==> src/logic/scan_output_pkg.sv <==
package scan_output_pkg;

	// Output organisation
	localparam int GROUPS  = 4;	// Output groups per module
	localparam int GROUP_W = 8;	// Points per group
	localparam int BLOCK_W = 5;	// Width of the 32-bit block index
	localparam int SEL_W   = 2;	// Width of the group number

	// Register offsets (byte addresses, one word each)
	localparam logic [7:0] REG_CTRL     = 8'h00;	// Mode selects
	localparam logic [7:0] REG_STATUS   = 8'h04;	// Supplies, fault, alarm
	localparam logic [7:0] REG_OUTPUTS  = 8'h08;	// Field output states
	localparam logic [7:0] REG_IRQ_STAT = 8'h0c;	// Sticky events, write one to clear
	localparam logic [7:0] REG_IRQ_MASK = 8'h10;	// Event enables
	localparam logic [7:0] REG_SLOT     = 8'h14;	// Slot switch block index

	// Control fields
	localparam int CTRL_W          = 2;
	localparam int CTRL_HOLD_BIT   = 0;	// 1: hold last state, 0: disable outputs
	localparam int CTRL_INVERT_BIT = 1;	// 1: inverted data, 0: normal
	localparam logic [CTRL_W-1:0] CTRL_RESET = 2'h0;

	// Status fields
	localparam int STAT_LOW_BIT   = 0;	// Supply for groups 1 and 2 present
	localparam int STAT_HIGH_BIT  = 1;	// Supply for groups 3 and 4 present
	localparam int STAT_FAULT_BIT = 2;	// Controller fault active
	localparam int STAT_ALARM_BIT = 3;	// Supply alarm active

	// Interrupt fields
	localparam int IRQ_W         = 3;
	localparam int IRQ_ALARM_BIT = 0;	// Supply alarm raised
	localparam int IRQ_FAULT_BIT = 1;	// Controller fault began
	localparam int IRQ_BLOCK_BIT = 2;	// All four groups delivered
	localparam logic [IRQ_W-1:0] IRQ_RESET = 3'h0;

	// Bus slave states
	typedef enum logic [1:0] {
		WB_IDLE = 2'b01,
		WB_ACK  = 2'b10
	} wb_state_t;

endpackage

==> src/logic/group_latch.sv <==
// One group of output points: holds the ON state of each point
module group_latch #(
	parameter int WIDTH = 8
) (
	// Clock and reset
	input  wire logic             clk,
	input  wire logic             rst,
	// Control
	input  wire logic             load,
	input  wire logic             clear,
	input  wire logic [WIDTH-1:0] din,
	// Held ON states
	output      logic [WIDTH-1:0] q
);

	typedef struct packed {
		logic [WIDTH-1:0] onBits;	// ON state per point
	} latch_t;

	latch_t cur_r;	// Registered state
	latch_t cur_nxt;	// Next state

	// Clear beats load so a lost supply never lets data through
	always_comb begin
		cur_nxt = cur_r;
		if (clear) begin
			cur_nxt.onBits = '0;
		end else if (load) begin
			cur_nxt.onBits = din;
		end
	end

	// State register
	always_ff @(posedge clk) begin
		if (rst) begin
			cur_r <= '0;
		end else begin
			cur_r <= cur_nxt;
		end
	end

	assign q = cur_r.onBits;

endmodule // group_latch

==> src/logic/scan_output_port_32.sv <==
module scan_output_port_32 #(
	parameter int GROUPS  = scan_output_pkg::GROUPS,
	parameter int GROUP_W = scan_output_pkg::GROUP_W
) (
	// Clock and reset
	input  wire logic                                clk,
	input  wire logic                                rst,
	// Wishbone slave
	input  wire logic                                wbCyc,
	input  wire logic                                wbStb,
	input  wire logic                                wbWe,
	input  wire logic [7:0]                          wbAdr,
	input  wire logic [3:0]                          wbSel,
	input  wire logic [31:0]                         wbDatW,
	output      logic [31:0]                         wbDatR,
	output      logic                                wbAck,
	// Backplane scan delivery
	input  wire logic                                scanStb,
	input  wire logic [scan_output_pkg::BLOCK_W-1:0] scanBlock,
	input  wire logic [scan_output_pkg::SEL_W-1:0]   scanGroup,
	input  wire logic [GROUP_W-1:0]                  scanData,
	input  wire logic                                sysFault,
	// Slot switches seven down to three, open reads as one
	input  wire logic [scan_output_pkg::BLOCK_W-1:0] slotSwitch,
	// User supplies, high while present
	input  wire logic                                supplyGroupsLow,
	input  wire logic                                supplyGroupsHigh,
	// Field side and indicators
	output      logic [GROUPS*GROUP_W-1:0]           fieldOut,
	output      logic [GROUPS*GROUP_W-1:0]           ledOut,
	output      logic                                ledHold,
	output      logic                                ledInvert,
	output      logic                                alarm,
	output      logic                                irq
);

	localparam int OUT_W = GROUPS * GROUP_W;	// Total output points

	// All state of the port outside the group latches
	typedef struct packed {
		scan_output_pkg::wb_state_t                  wbState;	// Bus slave phase
		logic                                        ack;	// Bus answer
		logic [31:0]                                 rdat;	// Read data held with ack
		logic [scan_output_pkg::CTRL_W-1:0]          ctrl;	// Mode selects
		logic [scan_output_pkg::IRQ_W-1:0]           irqStat;	// Sticky events
		logic [scan_output_pkg::IRQ_W-1:0]           irqMask;	// Event enables
		logic [GROUPS-1:0]                           seen;	// Groups delivered this scan
		logic                                        prevFault;	// Fault edge detect
		logic                                        alarm;	// Supply alarm
		logic                                        ledHold;	// Hold mode indicator
		logic                                        ledInvert;	// Invert mode indicator
		logic                                        irq;	// Interrupt line
	} port_t;

	port_t cur_r;	// Registered state
	port_t cur_nxt;	// Next state

	logic              holdMode;	// Hold last state selected
	logic              invertMode;	// Inverted data selected
	logic              supplyOk;	// Both user supplies present
	logic              blockHit;	// Delivery addressed to this slot
	logic              clearAll;	// Force every point off
	logic [GROUPS-1:0] loadVec;	// Per-group latch strobe
	logic [OUT_W-1:0]  onState;	// Held ON states of all points
	logic [GROUP_W-1:0] groupDin;	// Delivered byte after polarity

	// True when the scan addresses the block set on the slot switches
	function automatic logic block_match(
		input logic [scan_output_pkg::BLOCK_W-1:0] blk,
		input logic [scan_output_pkg::BLOCK_W-1:0] sw
	);
		return blk == sw;
	endfunction

	assign holdMode   = cur_r.ctrl[scan_output_pkg::CTRL_HOLD_BIT];
	assign invertMode = cur_r.ctrl[scan_output_pkg::CTRL_INVERT_BIT];
	assign supplyOk   = supplyGroupsLow & supplyGroupsHigh;

	assign blockHit = scanStb & block_match(scanBlock, slotSwitch);

	// polarity applied
	// Latches keep ON states, so an off point is zero in either polarity
	assign groupDin = scanData ^ {GROUP_W{invertMode}};

	// clear conditions
	// A missing supply also ends a held state, as power is gone anyway
	assign clearAll = ~supplyOk | (sysFault & ~holdMode);

	// One latch per group
	genvar g;
	generate
		for (g = 0; g < GROUPS; g++) begin : gen_group
			// group load
			// Deliveries during a fault are not valid data and are ignored
			assign loadVec[g] = blockHit & ~sysFault
				& (scanGroup == (scan_output_pkg::SEL_W)'(g));
			group_latch #(
				.WIDTH (GROUP_W)
			) u_latch (
				.clk   (clk),
				.rst   (rst),
				.load  (loadVec[g]),
				.clear (clearAll),
				.din   (groupDin),
				.q     (onState[g*GROUP_W +: GROUP_W])
			);
		end
	endgenerate

	// Next state: bus slave, events, indicators
	always_comb begin
		logic [scan_output_pkg::IRQ_W-1:0] evt;	// Events this cycle
		logic [scan_output_pkg::IRQ_W-1:0] clr;	// Write-one-to-clear bits
		logic [GROUPS-1:0]                 seenNow;	// Groups seen incl. this cycle
		logic                              alarmNow;	// Supply missing now
		evt      = '0;
		clr      = '0;
		seenNow  = cur_r.seen | loadVec;
		alarmNow = ~supplyOk;
		cur_nxt  = cur_r;

		if (&seenNow) begin
			evt[scan_output_pkg::IRQ_BLOCK_BIT] = 1'b1;
			cur_nxt.seen = '0;
		end else begin
			cur_nxt.seen = seenNow;
		end

		cur_nxt.alarm = alarmNow;
		evt[scan_output_pkg::IRQ_ALARM_BIT] = alarmNow & ~cur_r.alarm;
		evt[scan_output_pkg::IRQ_FAULT_BIT] = sysFault & ~cur_r.prevFault;
		cur_nxt.prevFault = sysFault;

		// Bus slave: take in idle, answer for one cycle
		// Reads are captured at the taking edge; writes wait for the ack edge,
		// where the master still holds the request and sees the answer
		case (cur_r.wbState)
			scan_output_pkg::WB_IDLE: begin
				cur_nxt.ack = 1'b0;
				if (wbCyc && wbStb) begin
					cur_nxt.wbState = scan_output_pkg::WB_ACK;
					cur_nxt.ack     = 1'b1;
					cur_nxt.rdat    = '0;
					case (wbAdr)
						scan_output_pkg::REG_CTRL: begin
							cur_nxt.rdat[scan_output_pkg::CTRL_W-1:0] = cur_r.ctrl;
						end
						scan_output_pkg::REG_STATUS: begin
							cur_nxt.rdat[scan_output_pkg::STAT_LOW_BIT]   = supplyGroupsLow;
							cur_nxt.rdat[scan_output_pkg::STAT_HIGH_BIT]  = supplyGroupsHigh;
							cur_nxt.rdat[scan_output_pkg::STAT_FAULT_BIT] = sysFault;
							cur_nxt.rdat[scan_output_pkg::STAT_ALARM_BIT] = cur_r.alarm;
						end
						scan_output_pkg::REG_OUTPUTS: begin
							cur_nxt.rdat[OUT_W-1:0] = onState;
						end
						scan_output_pkg::REG_IRQ_STAT: begin
							cur_nxt.rdat[scan_output_pkg::IRQ_W-1:0] = cur_r.irqStat;
						end
						scan_output_pkg::REG_IRQ_MASK: begin
							cur_nxt.rdat[scan_output_pkg::IRQ_W-1:0] = cur_r.irqMask;
						end
						scan_output_pkg::REG_SLOT: begin
							cur_nxt.rdat[scan_output_pkg::BLOCK_W-1:0] = slotSwitch;
						end
						// Unmapped: answered, reads zero
						default: begin
							cur_nxt.rdat = '0;
						end
					endcase
				end
			end
			scan_output_pkg::WB_ACK: begin
				// Master releases after ack; never answer twice
				cur_nxt.ack     = 1'b0;
				cur_nxt.wbState = scan_output_pkg::WB_IDLE;
				// Writes land here; lane zero off means nothing is written
				if (wbCyc && wbStb && wbWe && wbSel[0]) begin
					case (wbAdr)
						scan_output_pkg::REG_CTRL: begin
							cur_nxt.ctrl = wbDatW[scan_output_pkg::CTRL_W-1:0];
						end
						scan_output_pkg::REG_IRQ_STAT: begin
							clr = wbDatW[scan_output_pkg::IRQ_W-1:0];
						end
						scan_output_pkg::REG_IRQ_MASK: begin
							cur_nxt.irqMask = wbDatW[scan_output_pkg::IRQ_W-1:0];
						end
						// Read-only and unmapped offsets drop writes
						default: begin
							cur_nxt.rdat = cur_r.rdat;
						end
					endcase
				end
			end
			default: begin
				cur_nxt.ack     = 1'b0;
				cur_nxt.wbState = scan_output_pkg::WB_IDLE;
			end
		endcase

		// Set wins over clear so no event is lost
		cur_nxt.irqStat = (cur_r.irqStat & ~clr) | evt;
		cur_nxt.irq     = |(cur_r.irqStat & cur_r.irqMask);

		cur_nxt.ledHold   = holdMode;
		cur_nxt.ledInvert = invertMode;
	end

	// State register
	always_ff @(posedge clk) begin
		if (rst) begin
			cur_r           <= '0;
			cur_r.wbState   <= scan_output_pkg::WB_IDLE;
			cur_r.ctrl      <= scan_output_pkg::CTRL_RESET;
			cur_r.irqStat   <= scan_output_pkg::IRQ_RESET;
			cur_r.irqMask   <= scan_output_pkg::IRQ_RESET;
		end else begin
			cur_r <= cur_nxt;
		end
	end

	// outputs and indicators
	// Both come from the same latch flops, so a lamp never disagrees
	assign fieldOut  = onState;
	assign ledOut    = onState;
	assign ledHold   = cur_r.ledHold;
	assign ledInvert = cur_r.ledInvert;
	assign alarm     = cur_r.alarm;
	assign irq       = cur_r.irq;
	assign wbAck     = cur_r.ack;
	assign wbDatR    = cur_r.rdat;
endmodule // scan_output_port_32

==> config.mk <==
export PLATFORM = sky130hd
export DESIGN_NAME = scan_output_port_32
export DESIGN_NICKNAME = d
export VERILOG_FILES = /design/src/logic/scan_output_pkg.sv /design/src/logic/group_latch.sv /design/src/logic/scan_output_port_32.sv
export SDC_FILE = /design/constraint.sdc
export NUM_CORES = 1
export LEC_CHECK = 0
export ABC_CLOCK_PERIOD_IN_PS = 4600
export BUFFER_PORTS_ARGS = -buffer_cell sky130_fd_sc_hd__buf_2
export CAP_MARGIN = 20
export CORE_ASPECT_RATIO = 0.9
export CORE_MARGIN = 4
export CORE_UTILIZATION = 50
export CTS_CLUSTER_DIAMETER = 100
export CTS_CLUSTER_SIZE = 28
export DETAILED_ROUTE_END_ITERATION = 8
export HOLD_SLACK_MARGIN = 0.05
export MAX_ROUTING_LAYER = met4
export PLACE_DENSITY = 0.84
export SYNTH_ARGS = -nofsm -noshare
export SYNTH_HDL_FRONTEND = slang
export SYNTH_HIERARCHICAL = 1
export SYNTH_SLANG_ARGS = --single-unit
==> constraint.sdc <==
create_clock -name clk -period 4.6 [get_ports clk]
set_clock_uncertainty 0.1 [all_clocks]
set_input_delay 0.92 -clock clk [delete_from_list [all_inputs] [get_ports clk]]
set_output_delay 0.92 -clock clk [all_outputs]
set_load 0.1 [all_outputs]
==> key figures, run 1 <==
Final layout
  – Layout Cells excl Fill: 583
  – Area growth syn-to-layout: 11.2%
  – # diodes: 0
  – End-of-flow core utilization: 57.7%
  – Share of post-route cells with drive strength above 1: 34.5%
  – Final-layout fill cell count: 668
  – Final #Nets: 555

GRT
  – Initial antenna violation count: 0
  – Overall routing resource usage: 21.1%
  – Vias in the first global route: 3,114
  – Met2 usage: 32.1%
  – Gr busiest metal: met2
  – Largest net degree at the start of global routing: 56
  – Congestion Overflow GR: 0
  – First-pass GRT wire length: 15.3 mm
  – Met3 Track Usage GR: 3.69%
  – GR Layer Usage met1: 27.4%

Placed design
  – Global placement routability congestion: 0.890
  – Final HPWL from detailed placement: 7.10 mm
  – Port Buf Inserts: 141
  – Placed insts: 567

Route
  – Post-DRT Antenna Nets: 0
  – Via count: 3,138
  – Via density: 5.38
  – Final WL: 9.66 mm
  – Initial DRC Count: 122
  – Drt pass-1 iters: 5
  – WL per Instance: 16.6 µm
  – DRC: 0

Timing
  – Fin crit share: 63.4%
  – Final Hold Viols: 0
  – Peak Freq: 0.343 GHz
  – Setup repair after global routing missed its margin: no
  – Crit path time final: 2.92 ns
  – Final Setup Violations: 0
  – Sum of negative setup slack: 0 ns
  – Slew HR: 30.6%
  – Worst Tran Pin Value: 1.04 ns
  – Pins over their slew limit: 0

Critical path
  – Critical path arrival: 3.08 ns
  – R2r endpoint: wbDatR[29]
  – Worst r2r src: cur_r[50]
  – Worst EP required: 4.77 ns
  – Crit path max fanout: 27
  – Crit end category: flop
  – Worst r2r path cells: 4
  – Worst Setup Path Type: primary input to flop
  – Worst reg2reg setup slack: 2.16 ns
  – CP startpoint kind: primary input

Clock tree
  – Root Driver: clkbuf_8
  – Clock buffer count from CTS: 9
  – H-tree Lvls: 3
  – Hold Buf Count CTS: 0
  – Clock buffer depth: 2
  – CTS Sinks: 84
  – CTS tree: done
  – Post-CTS sizing: 0
  – Post-CTS Setup Repair Bufs: 0
  – Worst-path clk slew: 0.09 ns
  – Clk_lat worst skew: 0.35 ns

Floorplan
  – Die W: 102 µm
  – Starting Density: 51.9%
  – IO Count: 174
  – Die Span Y: 92.3 µm
  – Die area: 9390 µm²
  – Row Count: 30
  – Core area: 7620 µm²

Power
  – Overall power: 1490 µW
  – Sw Ratio: 22.7%
  – Net Sw Power: 338 µW
  – Power share of the clock group: 44.1%
  – Worst vdd rail ir drop: 233 µV
  – Combinational power share: 6.7%
  – Pwr/cell area: 340 nW/µm²
  – Cell Int Power: 1150 µW
  – P_leak: 0.00201 µW
  – Sequential share of power: 49.2%

Synth
  – Ys async rst share: 0%
  – Avg Cell Area, Syn: 9.45 µm²
  – Synth warnings: 6
  – Yosys reg bits: 84
  – Number of flops mapped to enable cells by yosys: 0
  – Register area share after synthesis: 42.6%
  – Syn Inst Count: 418
  – Synthesized net count: 491
  – Synthesized area: 3950 µm²
  – Primary FF master, synth: dfxtp_1
  – Yosys cell types: 43

Run
  – Max-Cap Viols: 0

Hold path
  – Min-delay src: wbDatR[2]
  – Hold Path End: wbDatR[2]
  – Hold Path Stages: 2
  – Hold Crit Class: flop to flop

Outcome
  – Result of the run: complete, no violations
Yosys cell counts, types with 2 or more instances:
library cell | number | area, µm²
a21oi_1 | 8 | 40.0
a221oi_1 | 3 | 26.3
a22oi_1 | 28 | 210
buf_2 | 4 | 20.0
buf_4 | 70 | 526
buf_6 | 6 | 67.6
clkbuf_1 | 9 | 33.8
dfxtp_1 | 84 | 1680
inv_1 | 11 | 41.3
mux2_2 | 2 | 22.5
mux2i_1 | 42 | 420
mux4_2 | 2 | 45.0
nand2_1 | 9 | 33.8
nand2b_1 | 3 | 18.8
nand3_1 | 7 | 35.0
nand4_1 | 3 | 18.8
nand4b_1 | 4 | 35.0
nor2_1 | 76 | 285
nor2b_1 | 3 | 18.8
o21ai_0 | 4 | 20.0
o22ai_1 | 3 | 18.8
or2_1 | 4 | 25.0
xor2_1 | 13 | 114
area by class of cell:
cell class	instances	area, µm²	area share, %
Sequential cell	84	1680	38.3
Multi-Input combinational cell	234	1580	36.0
Timing Repair Buffer	142	713	16.2
Clock buffer	11	151	3.44
Tap cell	96	120	2.73
Clock inverter	5	106	2.42
Inverter	11	41.3	0.939
cells by family after synthesis:
logic type | after synthesis | synth area share, %
xor+xnor | 13 | 2.88
simple gates | 121 | 14.9
compound gates | 54 | 9.94
flops | 84 | 42.6
buf+inv | 100 | 17.4
mux | 46 | 12.3
power groups by stage:
stage / registers (µW) / logic (µW) / clock network, µW
floorplan: 758 / 58.8 / 0
global placement: 751 / 96.0 / 0
detailed placement: 752 / 98.6 / 0
CTS: 734 / 98.9 / 668
global route: 735 / 107 / 706
finish: 734 / 99.4 / 659
state kept, by name, summed over array words and instances, names as in the netlist:
name and flops:
gen_group.u_latch/q 32, cur_r 13, alarm 1, wbDatR 32, cur_nxt 2, wbAck 1
ledHold 1, irq 1, ledInvert 1
per-stage QoR:
step	setup slack, ns	instance area, µm²	hold WS, ns
floorplan	2.08	3950	0.332
global placement	1.47	4140	0.342
detailed placement	1.33	4140	0.345
CTS	1.65	4400	0.356
global route	1.58	4400	0.371
finish	1.68	4400	0.354
critical path, stage by stage:
cell and delay (ns):
buf_2 0.10, or4_4 0.53, nor2_4 0.24, and4_1 0.93, a22oi_1 0.15, nor2_1 0.19
cell usage in the layout, fill, tap and decap left out, types with 2 or more instances in the layout:
cell type and instances:
a221oi_1 3, buf_2 141, clkbuf_8 11, a21oi_1 8, nor2_1 76, nand3_1 7
o21ai_0 4, o22ai_1 3, mux4_2 2, nand2_1 9, mux2_2 2, nand4_1 3
a22oi_1 28, dfxtp_1 84, xor2_1 13, or2_1 4, inv_1 11, nor2b_1 3
bufinv_16 3, nand2b_1 3, nand4b_1 4, mux2i_1 42
layer usage:
layer / share of wire [%] / up-vias / wire length [µm]
met5: 0 / - / 0
met4: 2.9 / 0 / 284
met3: 6.3 / 28 / 613
met2: 47 / 145 / 4520
met1: 44 / 1482 / 4240
li1: - / 1483 / -
worst max-delay path by stage:
stage          slack, ns                         to          start
2_1_floorplan       2.08  gen_group[1].u_latch/q[0]  slotSwitch[0]
3_3_place_gp        1.47                 wbDatR[25]       wbAdr[0]
3_5_place_dp        1.33                 wbDatR[15]       wbAdr[0]
4_1_cts             1.65                 wbDatR[29]       wbAdr[0]
5_1_grt             1.58                 wbDatR[14]       wbAdr[0]
6_report            1.68                 wbDatR[29]       wbAdr[0]
(Power assumes the default switching activity.)
==> inputs of run 2 (changes only) <==
--- a/config.mk
+++ b/config.mk
@@ -5,18 +5,19 @@
 export SDC_FILE = /design/constraint.sdc
 export NUM_CORES = 1
 export LEC_CHECK = 0
-export ABC_CLOCK_PERIOD_IN_PS = 4600
+export ABC_AREA = 1
+export ABC_CLOCK_PERIOD_IN_PS = 2800
 export BUFFER_PORTS_ARGS = -buffer_cell sky130_fd_sc_hd__buf_2
 export CAP_MARGIN = 20
 export CORE_ASPECT_RATIO = 0.9
 export CORE_MARGIN = 4
-export CORE_UTILIZATION = 50
+export CORE_UTILIZATION = 49
 export CTS_CLUSTER_DIAMETER = 100
 export CTS_CLUSTER_SIZE = 28
 export DETAILED_ROUTE_END_ITERATION = 8
 export HOLD_SLACK_MARGIN = 0.05
 export MAX_ROUTING_LAYER = met4
-export PLACE_DENSITY = 0.84
+export PLACE_DENSITY = 0.81
 export SYNTH_ARGS = -nofsm -noshare
 export SYNTH_HDL_FRONTEND = slang
 export SYNTH_HIERARCHICAL = 1
==> constraint.sdc (replaced) <==
create_clock -name clk -period 2.8 [get_ports clk]
set_clock_uncertainty 0.1 [all_clocks]
set_input_delay 0.56 -clock clk [delete_from_list [all_inputs] [get_ports clk]]
set_output_delay 0.56 -clock clk [all_outputs]
set_load 0.1 [all_outputs]
==> run 2 against run 1 <==
Net effect:
- sequential share of layout area decreased by 3.0 points
- register-to-register slack got worse by 0.90 ns
- critical path depth decreased by 5
- critical path type is now flop to output pin
- design area is 8.4% higher
- via count rose by 20%
- area after synthesis up 8.1%
- die area up 9.5%
- synthesized cell count rose by 44%
- cell count up 36%
- non-clock buffer count rose by 3
==> key figures, run 2 <==
Clock tree
  – Root Driver: clkbuf_8
  – Post-CTS sizing: 0 (unchanged)
  – Hold Buf Count CTS: 0 (unchanged)
  – Worst-path clk slew: 0.08 ns (about the same)
  – Clock buffer depth: 2 (unchanged)
  – Post-CTS Setup Repair Bufs: 0 (unchanged)
  – H-tree Lvls: 3 (unchanged)
  – CTS Sinks: 84 (unchanged)
  – CTS tree: done
  – Clock buffer count from CTS: 9 (unchanged)
  – Clk_lat worst skew: 0.34 ns (about the same)

Synth
  – Synthesized area: 4270 µm² (+8.1%)
  – Yosys reg bits: 84 (unchanged)
  – Ys async rst share: 0% (unchanged)
  – Synthesized net count: 675 (+37%)
  – Count leader, synth: nand2_1
  – Primary FF master, synth: dfxtp_1
  – Commonest cells post-synth: nand2_1 (132), nor2_1 (92), dfxtp_1 (84), inv_1 (78), buf_4 (65)
  – Avg Cell Area, Syn: 7.10 µm² (-25%)
  – Register area share after synthesis: 39.4% (-3.2 points)
  – Synth warnings: 6 (unchanged)
  – Syn Inst Count: 602 (+44%)
  – Number of flops mapped to enable cells by yosys: 0 (unchanged)
  – Post-synth top area share: 39.4% (-3.2 points)
  – Largest cells by area after synthesis: dfxtp_1 (39%), nand2_1 (12%), buf_4 (11%)
  – Yosys cell types: 28 (-35%)
  – Largest area contributor in the netlist: dfxtp_1

Route
  – Post-DRT Antenna Nets: 0 (unchanged)
  – Final WL: 9.96 mm (+3.1%)
  – Via count: 3,762 (+20%)
  – WL per Instance: 12.5 µm (-24%)
  – Drt pass-1 iters: 5 (unchanged)
  – Via density: 4.73 (-12%)
  – Initial DRC Count: 212 (+74%)
  – DRC: 0 (unchanged)

Critical path
  – Critical path arrival: 1.24 ns (-1.84 ns)
  – Worst reg2reg setup slack: 1.26 ns (-0.90 ns)
  – CP top delay family: buffers and inverters
  – Worst EP required: 2.14 ns (-2.63 ns)
  – Worst r2r src: cur_nxt[1]
  – Buf/Inv on CP: 1 (unchanged)
  – Crit end category: output pin
  – Crit. path cell count: 1 (-5)
  – Slowest stage cell, crit path: buf_2
  – R2r endpoint: gen_group[1].u_latch/q[5]
  – CP peak stage delay: 0.47 ns (-0.46 ns)
  – Crit path max fanout: 4 (-85%)
  – Worst Setup Path Type: flop to output pin
  – Critical Path End: ledOut[0]
  – Crit path from: gen_group[0].u_latch/q[0]
  – CP cell instances: buf_2
  – CP startpoint kind: flop
  – Worst r2r path cells: 5 (+1)

Timing
  – Pins over their slew limit: 0 (unchanged)
  – Peak Freq: 0.527 GHz
  – Setup repair after global routing missed its margin: no
  – Hold WS: 0.335 ns (-0.0199 ns)
  – Crit path time final: 1.90 ns
  – Sum of negative setup slack: 0 ns (unchanged)
  – Final Setup Violations: 0 (unchanged)
  – Fin crit share: 67.7%
  – Worst Tran Pin Value: 0.852 ns (-0.189 ns)
  – Final Hold Viols: 0 (unchanged)
  – Slew HR: 43.2% (+13 points)

Outcome
  – Result of the run: complete, no violations

Final layout
  – Final #Nets: 744 (+34%)
  – Final-layout fill cell count: 805 (+21%)
  – Seq. cell area: 1680 µm² (unchanged)
  – Multi-input logic area: 1670 µm² (+5.5%)
  – Area growth syn-to-layout: 11.5%
  – Share of post-route cells with drive strength above 1: 27.4% (-7.1 points)
  – Fin area: 4760 µm² (+8.4%)
  – # diodes: 0 (unchanged)
  – Most common cell after layout, fill and taps aside: buf_2
  – Most frequent cells in the layout: buf_2 (141), nand2_1 (132), nor2_1 (92)

GRT
  – GR Layer Usage met1: 23.4% (-4.0 points)
  – Gr busiest metal: met2
  – First-pass GRT wire length: 15.4 mm (+0.81%)
  – Overall routing resource usage: 19.2% (-2.0 points)
  – Vias in the first global route: 3,357 (+7.8%)
  – Initial antenna violation count: 0 (unchanged)
  – Largest net degree at the start of global routing: 60 (+7.1%)
  – Congestion Overflow GR: 0 (unchanged)
  – Met2 usage: 32.1% (about the same)
  – Met3 Track Usage GR: 2.66% (-1.0 points)

Floorplan
  – Row Count: 32 (+6.7%)
  – IO Count: 174 (unchanged)
  – Die Span Y: 96.6 µm (+4.6%)
  – Die area: 10,300 µm² (+9.5%)
  – Die W: 106 µm (+4.6%)
  – Core area: 8530 µm² (+12%)
  – Starting Density: 50.1% (-1.8 points)

Placed design
  – Final HPWL from detailed placement: 7.48 mm (+5.3%)
  – Global placement routability congestion: 1.00 (+12%)
  – Port Buf Inserts: 141 (unchanged)
  – Placed inst area: 4530 µm² (+9.5%)

Run
  – Max-Cap Viols: 0 (unchanged)

Power
  – P_leak: 0.00242 µW (+20%)
  – Sequential share of power: 46.8% (-2.4 points)
  – Pwr/cell area: 559 nW/µm² (+65%)
  – Combinational power share: 16.3% (+9.6 points)
  – Overall power: 2660 µW (+78%)
  – Power share of the clock group: 36.8% (-7.3 points)
  – Cell Int Power: 1850 µW (+60%)
  – Net Sw Power: 814 µW (+140%)
  – Sw Ratio: 30.6% (+7.9 points)
  – Worst vdd rail ir drop: 291 µV (+25%)

Hold path
  – Hold Crit Class: flop to flop
-- run 2: cell types whose count changed after synthesis, moves of 16 or more --
cell     before  now
o21ai_0       4   41
mux2i_1      42    0
a21oi_1       8   33
inv_1        11   78
nand2_1       9  132
nor2_1       76   92
a22oi_1      28    0
-- run 2: layout make-up --
cell class	instances	area share [%]
inverter	79	6.23
clock inverter	6	2.00
multi-input combinational	352	35.0
timing repair buffer	145	15.4
tap	119	3.13
clock buffer	10	2.89
sequential	84	35.3
-- run 2: stage by stage --
stage	setup WS, ns	instances	util [%]
global placement	0.759	779	53.1
floorplan	0.746	602	-
finish	0.904	795	55.9
global route	0.868	795	55.9
detailed placement	0.718	779	53.1
CTS	0.900	795	55.9
-- run 2: worst min-delay path by stage --
stage | from | to | slack [ns] | depth (start not counted)
global route | cur_r[4] | cur_r[13] | 0.35 | 1
CTS | cur_r[4] | cur_r[13] | 0.33 | 1
floorplan | cur_r[4] | cur_r[13] | 0.31 | 1
finish | cur_r[4] | cur_r[13] | 0.33 | 1
detailed placement | cur_r[4] | cur_r[13] | 0.32 | 1
global placement | cur_r[4] | cur_r[13] | 0.31 | 1
-- run 2: cells by family after synthesis --
group                     count (synthesis)  share of synthesized area [%]
AOI/OAI and AO/OA                        84                           10.3
xor gates and xnor gates                  8                           1.64
buffers and inverters                   166                           21.8
DFF                                      84                           39.4
and+or+nand+nor                         260                           26.9
-- run 2: power by group through the flow --
stage	clock (µW)	combinational [µW]	sequential, µW
5_1_grt	1060	463	1250
4_1_cts	998	436	1250
3_5_place_dp	0	435	1270
2_1_floorplan	0	369	1280
3_3_place_gp	0	427	1270
6_report	981	435	1250
-- run 2: routing by layer --
metal	wire, µm	part of all wire, %
met1	4390	44
met2	4820	48
met3	520	5.2
met4	236	2.4
met5	0	0
==> inputs of run 3 (changes only) <==
--- a/config.mk
+++ b/config.mk
@@ -6,7 +6,7 @@
 export NUM_CORES = 1
 export LEC_CHECK = 0
 export ABC_AREA = 1
-export ABC_CLOCK_PERIOD_IN_PS = 2800
+export ABC_CLOCK_PERIOD_IN_PS = 1900
 export BUFFER_PORTS_ARGS = -buffer_cell sky130_fd_sc_hd__buf_2
 export CAP_MARGIN = 20
 export CORE_ASPECT_RATIO = 0.9
==> constraint.sdc (replaced) <==
create_clock -name clk -period 1.9 [get_ports clk]
set_clock_uncertainty 0.1 [all_clocks]
set_input_delay 0.38 -clock clk [delete_from_list [all_inputs] [get_ports clk]]
set_output_delay 0.38 -clock clk [all_outputs]
set_load 0.1 [all_outputs]
==> run 3 against run 2 <==
Net effect:
- critical path depth did not move
- combinational power rose by 50%
- sequential power rose by 47%
- utilization grew 0.88 points
- register-to-register slack worse by 0.93 ns
- sequential share of layout area is 0.55 points lower
- non-clock buffer count is 6 higher
- largest cell class unchanged
==> key figures, run 3 (synthesis results as in run 2) <==
Power
  – Combinational power share: 18.0% (+1.7 points)
  – Cell Int Power: 2420 µW (+31%)
  – Sequential share of power: 50.8% (+4.0 points)
  – Net Sw Power: 1200 µW (+47%)
  – Worst vdd rail ir drop: 493 µV (+69%)
  – Pwr/cell area: 748 nW/µm² (+34%)
  – P_leak: 0.00244 µW (+0.92%)
  – Sw Ratio: 33.0% (+2.5 points)
  – Power share of the clock group: 31.2% (-5.6 points)

Critical path
  – CP peak stage delay: 0.47 ns (about the same)
  – Critical Path End: ledOut[24]
  – Slowest stage cell, crit path: buf_2
  – CP startpoint kind: flop
  – CP cell instances: buf_2
  – Worst EP required: 1.42 ns (-0.72 ns)
  – Worst reg2reg setup slack: 0.33 ns (-0.93 ns)
  – Worst r2r path cells: 5 (unchanged)
  – Crit path max fanout: 4 (unchanged)
  – Worst r2r src: cur_nxt[1]
  – Worst Setup Path Type: flop to output pin
  – Crit end category: output pin
  – Critical path arrival: 1.25 ns (about the same)
  – R2r endpoint: gen_group[2].u_latch/q[5]
  – Crit. path cell count: 1 (unchanged)
  – Buf/Inv on CP: 1 (unchanged)
  – CP top delay family: buffers and inverters
  – Crit path from: gen_group[3].u_latch/q[0]

Route
  – DRC: 0 (unchanged)
  – Via count: 3,724 (-1.0%)
  – Post-DRT Antenna Nets: 0 (unchanged)
  – WL per Instance: 12.7 µm (+1.3%)
  – Via density: 4.65 (-1.8%)
  – Initial DRC Count: 173 (-18%)
  – Final WL: 10.2 mm (+2.0%)
  – Drt pass-1 iters: 4 (-1)

Floorplan
  – Die W: 106 µm (unchanged)
  – Starting Density: 50.1% (unchanged)
  – Die Span Y: 96.6 µm (unchanged)
  – Die area: 10,300 µm² (unchanged)
  – IO Count: 174 (unchanged)
  – Row Count: 32 (unchanged)
  – Core area: 8530 µm² (unchanged)

Timing
  – Peak Freq: 0.579 GHz
  – Final Hold Viols: 0 (unchanged)
  – Slew HR: 44.3% (+1.1 points)
  – Sum of negative setup slack: 0 ns (unchanged)
  – Final Setup Violations: 0 (unchanged)
  – Worst Tran Pin Value: 0.834 ns (-0.0171 ns)
  – Crit path time final: 1.73 ns
  – Fin crit share: 90.9%
  – Pins over their slew limit: 0 (unchanged)
  – Setup repair after global routing missed its margin: no

Clock tree
  – CTS Sinks: 84 (unchanged)
  – CTS tree: done
  – Hold Buf Count CTS: 0 (unchanged)
  – Post-CTS sizing: 0 (unchanged)
  – Post-CTS Setup Repair Bufs: 0 (unchanged)
  – Worst-path clk slew: 0.08 ns (about the same)
  – Clock buffer count from CTS: 9 (unchanged)
  – H-tree Lvls: 3 (unchanged)
  – Clock buffer depth: 2 (unchanged)
  – Root Driver: clkbuf_8
  – Clk_lat worst skew: 0.35 ns (about the same)

Outcome
  – Result of the run: complete, no violations

Placed design
  – Final HPWL from detailed placement: 7.89 mm (+5.5%)
  – Global placement routability congestion: 0.802 (-20%)
  – Placed insts: 785 (+0.77%)
  – Port Buf Inserts: 141 (unchanged)

Final layout
  – Seq. cell area: 1680 µm² (unchanged)
  – # diodes: 0 (unchanged)
  – Final-layout fill cell count: 811 (+0.75%)
  – Most frequent cells in the layout: buf_2 (141), nand2_1 (132), nor2_1 (92)
  – Share of post-route cells with drive strength above 1: 28.0% (+0.64 points)
  – Area growth syn-to-layout: 13.2%
  – Layout Cells excl Fill: 801 (+0.75%)
  – Final #Nets: 750 (+0.81%)
  – Multi-input logic area: 1670 µm² (unchanged)
  – Most common cell after layout, fill and taps aside: buf_2

GRT
  – Vias in the first global route: 3,439 (+2.4%)
  – Initial antenna violation count: 0 (unchanged)
  – First-pass GRT wire length: 16.1 mm (+4.6%)
  – Congestion Overflow GR: 0 (unchanged)
  – Largest net degree at the start of global routing: 60 (unchanged)
  – Overall routing resource usage: 20.0% (+0.82 points)

Hold path
  – Hold Crit Class: primary input to flop
  – Hold Path Stages: 3 (+2)

Run
  – Max-Cap Viols: 0 (unchanged)
==> run 3: changes by cell type in the layout (fill, tap and decap cells not counted) <==
cell        change
buf_12          +7
buf_4           -1
bufinv_16       -2
clkbuf_8        -1
clkinv_2        +2
clkinvlp_4      +2
inv_6           -1
==> run 3: metal layers <==
| layer | global-route usage, % | part of all wire (%) | vias up |
|---|---|---|---|
| li1 | - | - | 1925 |
| met1 | 25.5 | 44 | 1678 |
| met2 | 33.3 | 48 | 109 |
| met3 | 2.39 | 6.1 | 12 |
| met4 | 7.35 | 1.5 | 0 |
| met5 | - | 0 | - |
==> run 3: worst min path at each step <==
| stage | from | to | slack, ns |
|---|---|---|---|
| floorplan | cur_r[4] | cur_r[13] | 0.31 |
| global placement | cur_r[4] | cur_r[13] | 0.31 |
| detailed placement | cur_r[4] | cur_r[13] | 0.34 |
| CTS | wbDatW[2] | cur_r[11] | 0.21 |
| global route | wbDatW[1] | cur_nxt[1] | 0.24 |
| finish | wbDatW[2] | cur_r[11] | 0.23 |
==> run 3: final cells by class <==
| class | count | area share [%] |
|---|---|---|
| Sequential cell | 84 | 34.8 |
| Timing Repair Buffer | 151 | 17.9 |
| Multi-Input combinational cell | 352 | 34.5 |
| Inverter | 79 | 6.13 |
| Clock buffer | 9 | 2.56 |
| Clock inverter | 7 | 1.06 |
| Tap cell | 119 | 3.08 |
==> run 3: power groups by stage <==
stage          clock network [µW]  registers [µW]  logic [µW]
2_1_floorplan                   0            1890         544
3_3_place_gp                    0            1880         641
3_5_place_dp                    0            1880         652
4_1_cts                      1170            1840         654
5_1_grt                      1240            1850         691
6_report                     1130            1840         651
==> run 3: through the flow <==
| stage | instance area (µm²) | power [µW] | hold WS, ns | util [%] | setup WS, ns |
|---|---|---|---|---|---|
| finish | 4840 | 3620 | 0.228 | 56.7 | 0.172 |
| global route | 4840 | 3780 | 0.237 | 56.7 | 0.127 |
| CTS | 4840 | 3660 | 0.208 | 56.7 | 0.165 |
| detailed placement | 4660 | 2530 | 0.336 | 54.7 | 0.133 |
| global placement | 4660 | 2520 | 0.314 | 54.7 | 0.165 |
| floorplan | 4270 | 2440 | 0.308 | - | 0.0259 |
